`src/hw/clk_regs_defines.vh`:
```
`ifndef CLK_REGS_DEFINES_VH
`define CLK_REGS_DEFINES_VH

// ==========================================================
// Register addresses
`define ADDR_LF_COMPONENT 12'h0F5
`define ADDR_LF_BYPASS 12'h0F6
`define ADDR_RSVD_TUNING 12'h190
`define ADDR_CH0_CTRL 12'h196
`define CH_STRIDE 12'h003
`define CH_OFS_CTRL 12'h000
`define CH_OFS_DIV_LO 12'h001
`define CH_OFS_DIV_HI 12'h002

// ==========================================================
// Reset values
`define RST_LF_COMPONENT 8'h00
`define RST_LF_BYPASS 8'h00
`define RST_RSVD_TUNING 8'h00
`define RST_CH_CTRL 8'h00
`define RST_CH_DIV_LO 8'h00
`define RST_CH_DIV_HI 8'h00
`define RST_READ 8'h00

// ==========================================================
// Loop filter fields
`define LF_POLE2_MSB 7
`define LF_POLE2_LSB 6
`define LF_ZERO_MSB 5
`define LF_ZERO_LSB 3
`define LF_CPOLE_MSB 2
`define LF_CPOLE_LSB 0
`define LF_BYPASS_BIT 0

// ==========================================================
// Channel control fields
`define CH_INVERT_BIT 7
`define CH_IGN_SYNC_BIT 6
`define CH_PDN_BIT 5
`define CH_LOWPWR_BIT 4
`define CH_MODE_MSB 3
`define CH_MODE_LSB 0
`define CH_PHASE_MSB 7
`define CH_PHASE_LSB 2
`define CH_DIVHI_MSB 1
`define CH_DIVHI_LSB 0

// ==========================================================
// Driver mode codes
`define MODE_TRISTATE 4'h0
`define MODE_DIFF_LAST 4'h5
`define MODE_CMOS_TT 4'h6
`define MODE_CMOS_TC 4'h7
`define MODE_CMOS_TZ 4'h8
`define MODE_CMOS_ZT 4'h9
`define MODE_CMOS_ZZ 4'hA
`define MODE_CMOS_CC 4'hB
`define MODE_CMOS_CT 4'hC
`define MODE_CMOS_CZ 4'hD
`define MODE_CMOS_ZC 4'hE
`define MODE_TRISTATE_ALT 4'hF

// ==========================================================
// First pole capacitor values in pF
`define CPOLE_PF_0 6'h00
`define CPOLE_PF_1 6'h08
`define CPOLE_PF_2 6'h10
`define CPOLE_PF_3 6'h18
`define CPOLE_PF_4 6'h18
`define CPOLE_PF_5 6'h20
`define CPOLE_PF_6 6'h28
`define CPOLE_PF_7 6'h30

`endif

```
`src/hw/output_channel.v`:
```
`timescale 1ns/10ps
`include "clk_regs_defines.vh"

module output_channel (
    input wire clk_sys, // System clock
    input wire rst_n, // Async reset, active low
    input wire [7:0] wdata, // Write data
    input wire wr_ctrl, // Write strobe, control register
    input wire wr_div_lo, // Write strobe, divider low byte
    input wire wr_div_hi, // Write strobe, phase and divider high
    input wire div_in_en, // Divider input clock enable
    input wire sync_req, // Synchronised chip sync level
    output reg [7:0] ctrl_reg, // Control register
    output reg [7:0] div_lo_reg, // Divider low register
    output reg [7:0] div_hi_reg, // Phase and divider high register
    output reg clk_out, // Driven divider output
    output reg out_p, // Plus pin level
    output reg out_n, // Minus pin level
    output reg oe_p, // Plus pin enable
    output reg oe_n, // Minus pin enable
    output reg diff_mode, // Differential driver selected
    output reg low_power, // Reduced power driver active
    output reg half_step // Extra half period of phase
);

    // ======================================================
    // Driver mode decode
    // Returns {oe_p, inv_p, oe_n, inv_n, diff}
    function [4:0] mode_decode;
        input [3:0] mode;
        begin
            case (mode)
                `MODE_TRISTATE: mode_decode = 5'h00;
                `MODE_CMOS_TT: mode_decode = 5'h14;
                `MODE_CMOS_TC: mode_decode = 5'h16;
                `MODE_CMOS_TZ: mode_decode = 5'h10;
                `MODE_CMOS_ZT: mode_decode = 5'h04;
                `MODE_CMOS_ZZ: mode_decode = 5'h00;
                `MODE_CMOS_CC: mode_decode = 5'h1E;
                `MODE_CMOS_CT: mode_decode = 5'h1C;
                `MODE_CMOS_CZ: mode_decode = 5'h18;
                `MODE_CMOS_ZC: mode_decode = 5'h06;
                `MODE_TRISTATE_ALT: mode_decode = 5'h00;
                default: mode_decode = 5'h17;
            endcase
        end
    endfunction

    wire [9:0] div_val = {div_hi_reg[`CH_DIVHI_MSB:`CH_DIVHI_LSB],
                          div_lo_reg};
    wire [5:0] phase = div_hi_reg[`CH_PHASE_MSB:`CH_PHASE_LSB];
    wire pdn = ctrl_reg[`CH_PDN_BIT];
    wire hold = sync_req & ~ctrl_reg[`CH_IGN_SYNC_BIT];
    wire [4:0] dec = mode_decode(ctrl_reg[`CH_MODE_MSB:`CH_MODE_LSB]);
    reg [9:0] cnt_reg;
    reg [9:0] cnt_next;
    reg level;

    // ======================================================
    // Registers
    always @(posedge clk_sys or negedge rst_n) begin
        if (!rst_n) begin
            ctrl_reg <= `RST_CH_CTRL;
            div_lo_reg <= `RST_CH_DIV_LO;
            div_hi_reg <= `RST_CH_DIV_HI;
        end else begin
            if (wr_ctrl)
                ctrl_reg <= wdata;
            if (wr_div_lo)
                div_lo_reg <= wdata;
            if (wr_div_hi)
                div_hi_reg <= wdata;
        end
    end

    // ======================================================
    // Divider, count runs 0..div_val so it divides by div_val+1
    always @* begin
        cnt_next = cnt_reg;
        if (hold)
            cnt_next = {5'h00, phase[5:1]};
        else if (div_in_en)
            cnt_next = (cnt_reg >= div_val) ? 10'h000 :
                       cnt_reg + 10'h001;
    end

    // Divide by one keeps the output high, or low with the invert bit set; no half-cycle clock here
    always @* begin
        level = (cnt_reg <= {1'b0, div_val[9:1]}) ^
                ctrl_reg[`CH_INVERT_BIT];
    end

    always @(posedge clk_sys or negedge rst_n) begin
        if (!rst_n) begin
            cnt_reg <= 10'h000;
            clk_out <= 1'b0;
            out_p <= 1'b0;
            out_n <= 1'b0;
            oe_p <= 1'b0;
            oe_n <= 1'b0;
            diff_mode <= 1'b0;
            low_power <= 1'b0;
            half_step <= 1'b0;
        end else begin
            // Power-down freezes the divider and releases the pins
            if (!pdn)
                cnt_reg <= cnt_next;
            clk_out <= level & ~pdn;
            out_p <= level ^ dec[3];
            out_n <= level ^ dec[1];
            oe_p <= dec[4] & ~pdn;
            oe_n <= dec[2] & ~pdn;
            diff_mode <= dec[0] & ~pdn;
            // Only affects internal driver power, not swing
            low_power <= ctrl_reg[`CH_LOWPWR_BIT] & dec[0] & ~pdn;
            half_step <= phase[0];
        end
    end

endmodule // output_channel

```
`src/hw/loop_filter_and_channel_ctrl_regs.v`:
```
`timescale 1ns/10ps
`include "clk_regs_defines.vh"

// How it works
// - Loop filter bits 2:0 pick pole capacitor 0,8,16,24,24,32,40,48 pF.
// - Bit 0 at loop_filter_zero_bypass bypasses internal zero resistor; board adds one.
// - Reserved tuning register at 0x190 resets 0x00; software may write 0x20.
// - Six channels share one control layout; channel 0 starts at channel_output_control.
// - Control bit 6 set makes the channel ignore chip sync.
// - Control bit 4 picks low power driver, differential modes only.
// - Other codes give differential, paired CMOS, high-Z; 1111 tristate.
// - Channel divides by ten-bit field plus one, split across two registers.
// - Six-bit phase sets start offset after sync in half periods.
module loop_filter_and_channel_ctrl_regs #(
    parameter NUM_CH = 6
) (
    input wire clk_sys, // System clock, 125 MHz
    input wire rst_n, // Async reset, active low
    input wire [11:0] reg_addr, // Register address
    input wire [7:0] reg_wdata, // Write data
    input wire reg_wr, // Write strobe
    input wire reg_rd, // Read strobe
    output reg [7:0] reg_rdata, // Read data, valid after reg_rd
    output reg reg_rvalid, // Read data valid pulse
    input wire sync_pin, // Chip sync level from pin
    input wire [NUM_CH-1:0] div_in_en, // Divider input enables
    output reg [1:0] pole2_res_code, // Pole 2 resistor code
    output reg [2:0] zero_res_code, // Zero resistor code
    output reg [2:0] first_pole_capacitor, // First pole capacitor code
    output reg [5:0] first_pole_cap_pf, // Capacitor value in pF
    output reg zero_res_bypass, // Internal zero resistor bypassed
    output wire [7:0] tuning_value, // Reserved tuning register
    output wire [NUM_CH-1:0] ch_clk, // Channel divider outputs
    output wire [NUM_CH-1:0] ch_out_p, // Plus pin levels
    output wire [NUM_CH-1:0] ch_out_n, // Minus pin levels
    output wire [NUM_CH-1:0] ch_oe_p, // Plus pin enables
    output wire [NUM_CH-1:0] ch_oe_n, // Minus pin enables
    output wire [NUM_CH-1:0] ch_diff, // Differential mode flags
    output wire [NUM_CH-1:0] ch_low_power, // Low power driver flags
    output wire [NUM_CH-1:0] ch_half_step // Half period phase flags
);

    // ======================================================
    // Capacitor value lookup
    // Codes 3 and 4 both give 24 pF
    function [5:0] cap_pf;
        input [2:0] code;
        begin
            case (code)
                3'h0: cap_pf = `CPOLE_PF_0;
                3'h1: cap_pf = `CPOLE_PF_1;
                3'h2: cap_pf = `CPOLE_PF_2;
                3'h3: cap_pf = `CPOLE_PF_3;
                3'h4: cap_pf = `CPOLE_PF_4;
                3'h5: cap_pf = `CPOLE_PF_5;
                3'h6: cap_pf = `CPOLE_PF_6;
                default: cap_pf = `CPOLE_PF_7;
            endcase
        end
    endfunction

    // Channel register address
    function [11:0] ch_addr;
        input integer ch;
        input [11:0] ofs;
        begin
            ch_addr = `ADDR_CH0_CTRL + ch[11:0] * `CH_STRIDE + ofs;
        end
    endfunction

    // ======================================================
    // Sync pin synchroniser
    // Only the second flop feeds logic; the first may go metastable
    reg sync_meta_reg;
    reg sync_reg;

    always @(posedge clk_sys or negedge rst_n) begin
        if (!rst_n) begin
            sync_meta_reg <= 1'b0;
            sync_reg <= 1'b0;
        end else begin
            sync_meta_reg <= sync_pin;
            sync_reg <= sync_meta_reg;
        end
    end

    // ======================================================
    // Address decode
    // One compare per loop filter and tuning register, shared by write and read paths
    wire hit_lf_comp;
    wire hit_lf_bypass;
    wire hit_tuning;

    assign hit_lf_comp = (reg_addr == `ADDR_LF_COMPONENT);
    assign hit_lf_bypass = (reg_addr == `ADDR_LF_BYPASS);
    assign hit_tuning = (reg_addr == `ADDR_RSVD_TUNING);

    // ======================================================
    // Loop filter and tuning registers
    reg [7:0] lf_comp_reg;
    reg [7:0] lf_bypass_reg;
    reg [7:0] tuning_reg;

    always @(posedge clk_sys or negedge rst_n) begin
        if (!rst_n) begin
            lf_comp_reg <= `RST_LF_COMPONENT;
            lf_bypass_reg <= `RST_LF_BYPASS;
            tuning_reg <= `RST_RSVD_TUNING;
        end else if (reg_wr) begin
            if (hit_lf_comp)
                lf_comp_reg <= reg_wdata;
            // Reserved upper bypass bits are not stored and read zero
            if (hit_lf_bypass)
                lf_bypass_reg <= {7'h00,
                                  reg_wdata[`LF_BYPASS_BIT]};
            if (hit_tuning)
                tuning_reg <= reg_wdata;
        end
    end

    assign tuning_value = tuning_reg;

    always @(posedge clk_sys or negedge rst_n) begin
        if (!rst_n) begin
            pole2_res_code <= 2'h0;
            zero_res_code <= 3'h0;
            first_pole_capacitor <= 3'h0;
            first_pole_cap_pf <= `CPOLE_PF_0;
            zero_res_bypass <= 1'b0;
        end else begin
            // Decoded outputs lag their register by one edge
            pole2_res_code <= lf_comp_reg[`LF_POLE2_MSB:`LF_POLE2_LSB];
            zero_res_code <= lf_comp_reg[`LF_ZERO_MSB:`LF_ZERO_LSB];
            first_pole_capacitor <=
                lf_comp_reg[`LF_CPOLE_MSB:`LF_CPOLE_LSB];
            first_pole_cap_pf <=
                cap_pf(lf_comp_reg[`LF_CPOLE_MSB:`LF_CPOLE_LSB]);
            // Board must then fit an external series resistor
            zero_res_bypass <= lf_bypass_reg[`LF_BYPASS_BIT];
        end
    end

    // ======================================================
    // Output channels
    wire [8*NUM_CH-1:0] ctrl_bus;
    wire [8*NUM_CH-1:0] div_lo_bus;
    wire [8*NUM_CH-1:0] div_hi_bus;

    genvar g;
    generate
        for (g = 0; g < NUM_CH; g = g + 1) begin : gen_ch
            wire wr_ctrl_ch;
            wire wr_lo_ch;
            wire wr_hi_ch;

            // Divider halves land by separate writes, so no atomic update
            assign wr_ctrl_ch = reg_wr &
                (reg_addr == ch_addr(g, `CH_OFS_CTRL));
            assign wr_lo_ch = reg_wr &
                (reg_addr == ch_addr(g, `CH_OFS_DIV_LO));
            assign wr_hi_ch = reg_wr &
                (reg_addr == ch_addr(g, `CH_OFS_DIV_HI));

            output_channel i_output_channel (
                .clk_sys(clk_sys),
                .rst_n(rst_n),
                .wdata(reg_wdata),
                .wr_ctrl(wr_ctrl_ch),
                .wr_div_lo(wr_lo_ch),
                .wr_div_hi(wr_hi_ch),
                .div_in_en(div_in_en[g]),
                .sync_req(sync_reg),
                .ctrl_reg(ctrl_bus[8*g+7:8*g]),
                .div_lo_reg(div_lo_bus[8*g+7:8*g]),
                .div_hi_reg(div_hi_bus[8*g+7:8*g]),
                .clk_out(ch_clk[g]),
                .out_p(ch_out_p[g]),
                .out_n(ch_out_n[g]),
                .oe_p(ch_oe_p[g]),
                .oe_n(ch_oe_n[g]),
                .diff_mode(ch_diff[g]),
                .low_power(ch_low_power[g]),
                .half_step(ch_half_step[g])
            );
        end
    endgenerate

    // ======================================================
    // Read mux; unmapped addresses read zero
    // Register addresses never overlap, so compare order does not matter
    reg [7:0] rd_next;
    integer i;

    always @* begin
        rd_next = `RST_READ;
        if (hit_lf_comp)
            rd_next = lf_comp_reg;
        if (hit_lf_bypass)
            rd_next = lf_bypass_reg;
        if (hit_tuning)
            rd_next = tuning_reg;
        for (i = 0; i < NUM_CH; i = i + 1) begin
            if (reg_addr == ch_addr(i, `CH_OFS_CTRL))
                rd_next = ctrl_bus[8*i +: 8];
            if (reg_addr == ch_addr(i, `CH_OFS_DIV_LO))
                rd_next = div_lo_bus[8*i +: 8];
            if (reg_addr == ch_addr(i, `CH_OFS_DIV_HI))
                rd_next = div_hi_bus[8*i +: 8];
        end
    end

    always @(posedge clk_sys or negedge rst_n) begin
        if (!rst_n) begin
            reg_rdata <= `RST_READ;
            reg_rvalid <= 1'b0;
        end else begin
            reg_rvalid <= reg_rd;
            // Read data then holds until the next read
            if (reg_rd)
                reg_rdata <= rd_next;
        end
    end

endmodule // loop_filter_and_channel_ctrl_regs

```
`config.mk`:
```
export PLATFORM = sky130hd
export DESIGN_NAME = loop_filter_and_channel_ctrl_regs
export DESIGN_NICKNAME = d
export VERILOG_FILES = /design/src/hw/output_channel.v /design/src/hw/loop_filter_and_channel_ctrl_regs.v
export VERILOG_INCLUDE_DIRS = /design/src /design/src/hw
export SDC_FILE = /design/constraint.sdc
export NUM_CORES = 1
export LEC_CHECK = 0
export BUFFER_PORTS_ARGS = -buffer_cell sky130_fd_sc_hd__buf_2
export CORE_UTILIZATION = 40
export DETAILED_ROUTE_END_ITERATION = 12
export GPL_ROUTABILITY_DRIVEN = 0
export HOLD_SLACK_MARGIN = 0.02
export PLACE_DENSITY_LB_ADDON = 0.15
export SLEW_MARGIN = 20
export SYNTH_ARGS = -nofsm -noshare
export SYNTH_HDL_FRONTEND = slang
export SYNTH_SLANG_ARGS = --single-unit
```
`constraint.sdc`:
```
create_clock -name clk_sys -period 4.22 [get_ports clk_sys]
set_input_delay 0.211 -clock clk_sys [delete_from_list [all_inputs] [get_ports clk_sys]]
set_output_delay 0.211 -clock clk_sys [all_outputs]
set_load 0.02 [all_outputs]
```
==> metrics.yaml <==
status:
  run_status: "finished clean"
finish:
  final_cell_area_um2: 19700
  drive_above_1_share: 0.204
  nets: 1956
  synthToLayoutAreaGrowth_pct: 11.3
  diodes: 0
  largest_reg_flops: 60
  multi_input_area_um2: 9420
  fillCellCount: 4133
  post-route-util: 0.455
  seq_area_um2: 7310
route:
  drt_iter0_markers: 1084
  via_per_inst: 5.73
  drc: 0
  antenna_left: 0
  wl_per_cell_um: 21.5
  firstDrtPassIters: 5
  routed_wl_um: 51400
  num_vias: 13715
clocking:
  cts_setup_buffers: 0
  cts_tree: "yes"
  clockBufferDepth: 3
  clock_latency_ns: 0.55
  clk_pin_slew_ns: 0.06
  cts_sinks: 292
  htree_levels: 2
  ctsHoldBuffers: 3
  cts_made_buffers: 36
  cts_resized: 0
  root_buffer: "clkbuf_16"
worst_setup_path:
  crit_path_max_incr_delay_ns: 0.66
  cp-start-kind: "register"
  crit_type: "register to register"
  crit_buf_inv: 0
  cp_data_arrival_time_ns: 3.02
  endpoint_kind: "register"
  crit_chain: "nor2b_1 -> o21bai_1 -> nand2b_1 -> or3_1 -> a21oi_1 -> a21o_1"
  crit_fanout: 15
  crit_path_top_delay_cell: "dfrtp_1"
  worstPathRequired_ns: 4.71
  path_delay_family: "simple AND/OR/NAND/NOR gates"
timing:
  finalCritPeriodShare: 0.602
  slew_headroom: 0.333
  final_hold_viol_count: 0
  rsz0062_at_grt: "false"
  worstMarginPinSlew_ns: 1.00
  clock.fmax_ghz: 0.394
  report.final.slew_viol_count: 0
  post-route-min-period_ns: 2.54
  skew_ns: 0.0158
  tns_ns: 0
  setup_viol: 0
floorplan:
  pin_count: 111
  dieArea_um2: 45200
  chipWidth_um: 213
  start_util: 0.409
  die_height_um: 213
  core_um2: 43400
  rows: 76
global_route:
  track_usage: 0.234
  grt_max_degree: 124
  antenna_found_initial: 0
  grt_pass1_wl_um: 80100
  grt_pass1_vias: 13461
  grt_overflow: 0
logic_synthesis:
  yosysWarnings: 0
  synth_seq_cells: 292
  syn_area_um2: 17700
  ys_types: 81
  async_flop_share: 1.00
  ys.flop_type: "dfrtp_1"
  synth_cells: 1747
  synth_edf_count: 0
  yosysSeqAreaShare: 0.412
  syn_area_per_cell_um2: 10.1
placed_design:
  hpwl_um: 36700
  place_area_um2: 18400
  numPortBuffers: 107
run:
  cap_violations: 0
power_and_ir_drop:
  pwr_density_cell_nw_per_um2: 338
  vdd_drop_max_mv: 0.216
  leakagePower_nw: 9.33
worst_hold_path:
  hold_path_class: "input port to register"
-- placed cells by master, fill, tap and decap left out, types with 14 or more instances in the layout --
master	n
inv_1	82
nor3_1	28
xnor2_1	19
a2111oi_0	14
buf_2	106
mux2i_1	20
dfrtp_1	292
and3_1	29
nor2b_1	54
nand2b_1	26
nor2_1	66
nor4_1	15
clkbuf_16	37
mux2_2	154
a21o_1	22
ha_1	144
o21a_1	14
a32oi_1	18
a22oi_1	23
o21ai_0	114
a21oi_1	44
nand3_1	51
a211oi_1	44
nand2_1	131
-- stage by stage --
stage	worst slack, ns	power (W)	std cells	hold slack [ns]
detailed placement	1.23	0.00339	2325	0.324
global route	1.43	0.00692	2392	0.181
CTS	1.69	0.00676	2392	0.140
finish	1.68	0.00668	2392	0.168
floorplan	2.16	0.00320	1749	-0.0846
global placement	1.24	0.00338	2325	0.321
-- synth_stat cells, drive strengths merged, types with 10 or more instances --
cell type / n / share of area
buf: 72 / 0.027
xnor2: 19 / 0.0094
mux2: 154 / 0.098
nor3: 34 / 0.012
a21oi: 44 / 0.012
nor2b: 54 / 0.019
dfrtp: 292 / 0.41
nor3b: 12 / 0.0051
nor2: 68 / 0.015
nand3: 55 / 0.017
a21o: 22 / 0.0093
nand2: 135 / 0.029
nor4: 15 / 0.0053
mux2i: 20 / 0.011
or2: 13 / 0.0046
o21ai: 117 / 0.033
inv: 82 / 0.017
or3: 10 / 0.0035
ha: 144 / 0.10
o21a: 14 / 0.0059
and3: 29 / 0.010
a2111oi: 14 / 0.0069
a22oi: 23 / 0.0097
clkbuf: 58 / 0.012
a211oi: 45 / 0.019
a32oi: 18 / 0.0089
nand2b: 26 / 0.0092
o211ai: 13 / 0.0055
-- worst register-to-register path, cell delays in order, from the launching register on --
cell	delay, ns
dfrtp_1	0.66
nor2b_1	0.46
o21bai_1	0.41
nand2b_1	0.34
or3_1	0.36
a21oi_1	0.15
a21o_1	0.09
-- power breakdown --
part	switching, W	internal [W]	total (W)
Clock	0.00125	0.00209	0.00334
Sequential	0.0000428	0.00284	0.00288
Combinational	0.000323	0.000136	0.000459
-- layer usage --
layer,vias up,wire (um),GRT usage
met4,0,1380,0.0794
met3,78,2870,0.0352
met2,414,23600,0.369
met5,-,0,0
met1,6809,23600,0.326
li1,6414,-,-
-- kinds of logic after synthesis --
logic type	Yosys count	synth area share
AOI/OAI and AO/OA	398	0.153
muxes	175	0.110
and+or+nand+nor	498	0.152
other	1	0.000211
DFF	292	0.412
adders and majority gates	144	0.102
xor gates and xnor gates	27	0.0133
buffers and inverters	212	0.0571
-- final timing paths --
kind,start,endpoint,slack (ns),cells past startpoint
max,sync_reg,gen_ch[4].i_output_channel.cnt_reg[7],1.68,6
min,div_in_en[1],gen_ch[1].i_output_channel.cnt_reg[8],0.17,5
max reg2reg,sync_reg,gen_ch[4].i_output_channel.cnt_reg[7],1.68,6
min reg2reg,sync_meta_reg,sync_reg,0.35,0
max in group asynchronous,rst_n,reg_rvalid,2.83,3
min in group asynchronous,rst_n,gen_ch[0].i_output_channel.cnt_reg[8],0.36,2
-- cell type report --
class / count / share of cell area
multi-input cells: 1245 / 0.477
clock buffers: 52 / 0.0528
repair buffers: 124 / 0.0358
flip-flops and latches: 292 / 0.370
well taps: 585 / 0.0371
inverters: 82 / 0.0156
clock inverters: 12 / 0.0113
No activity file was read; power rests on OpenSTA's default activity.
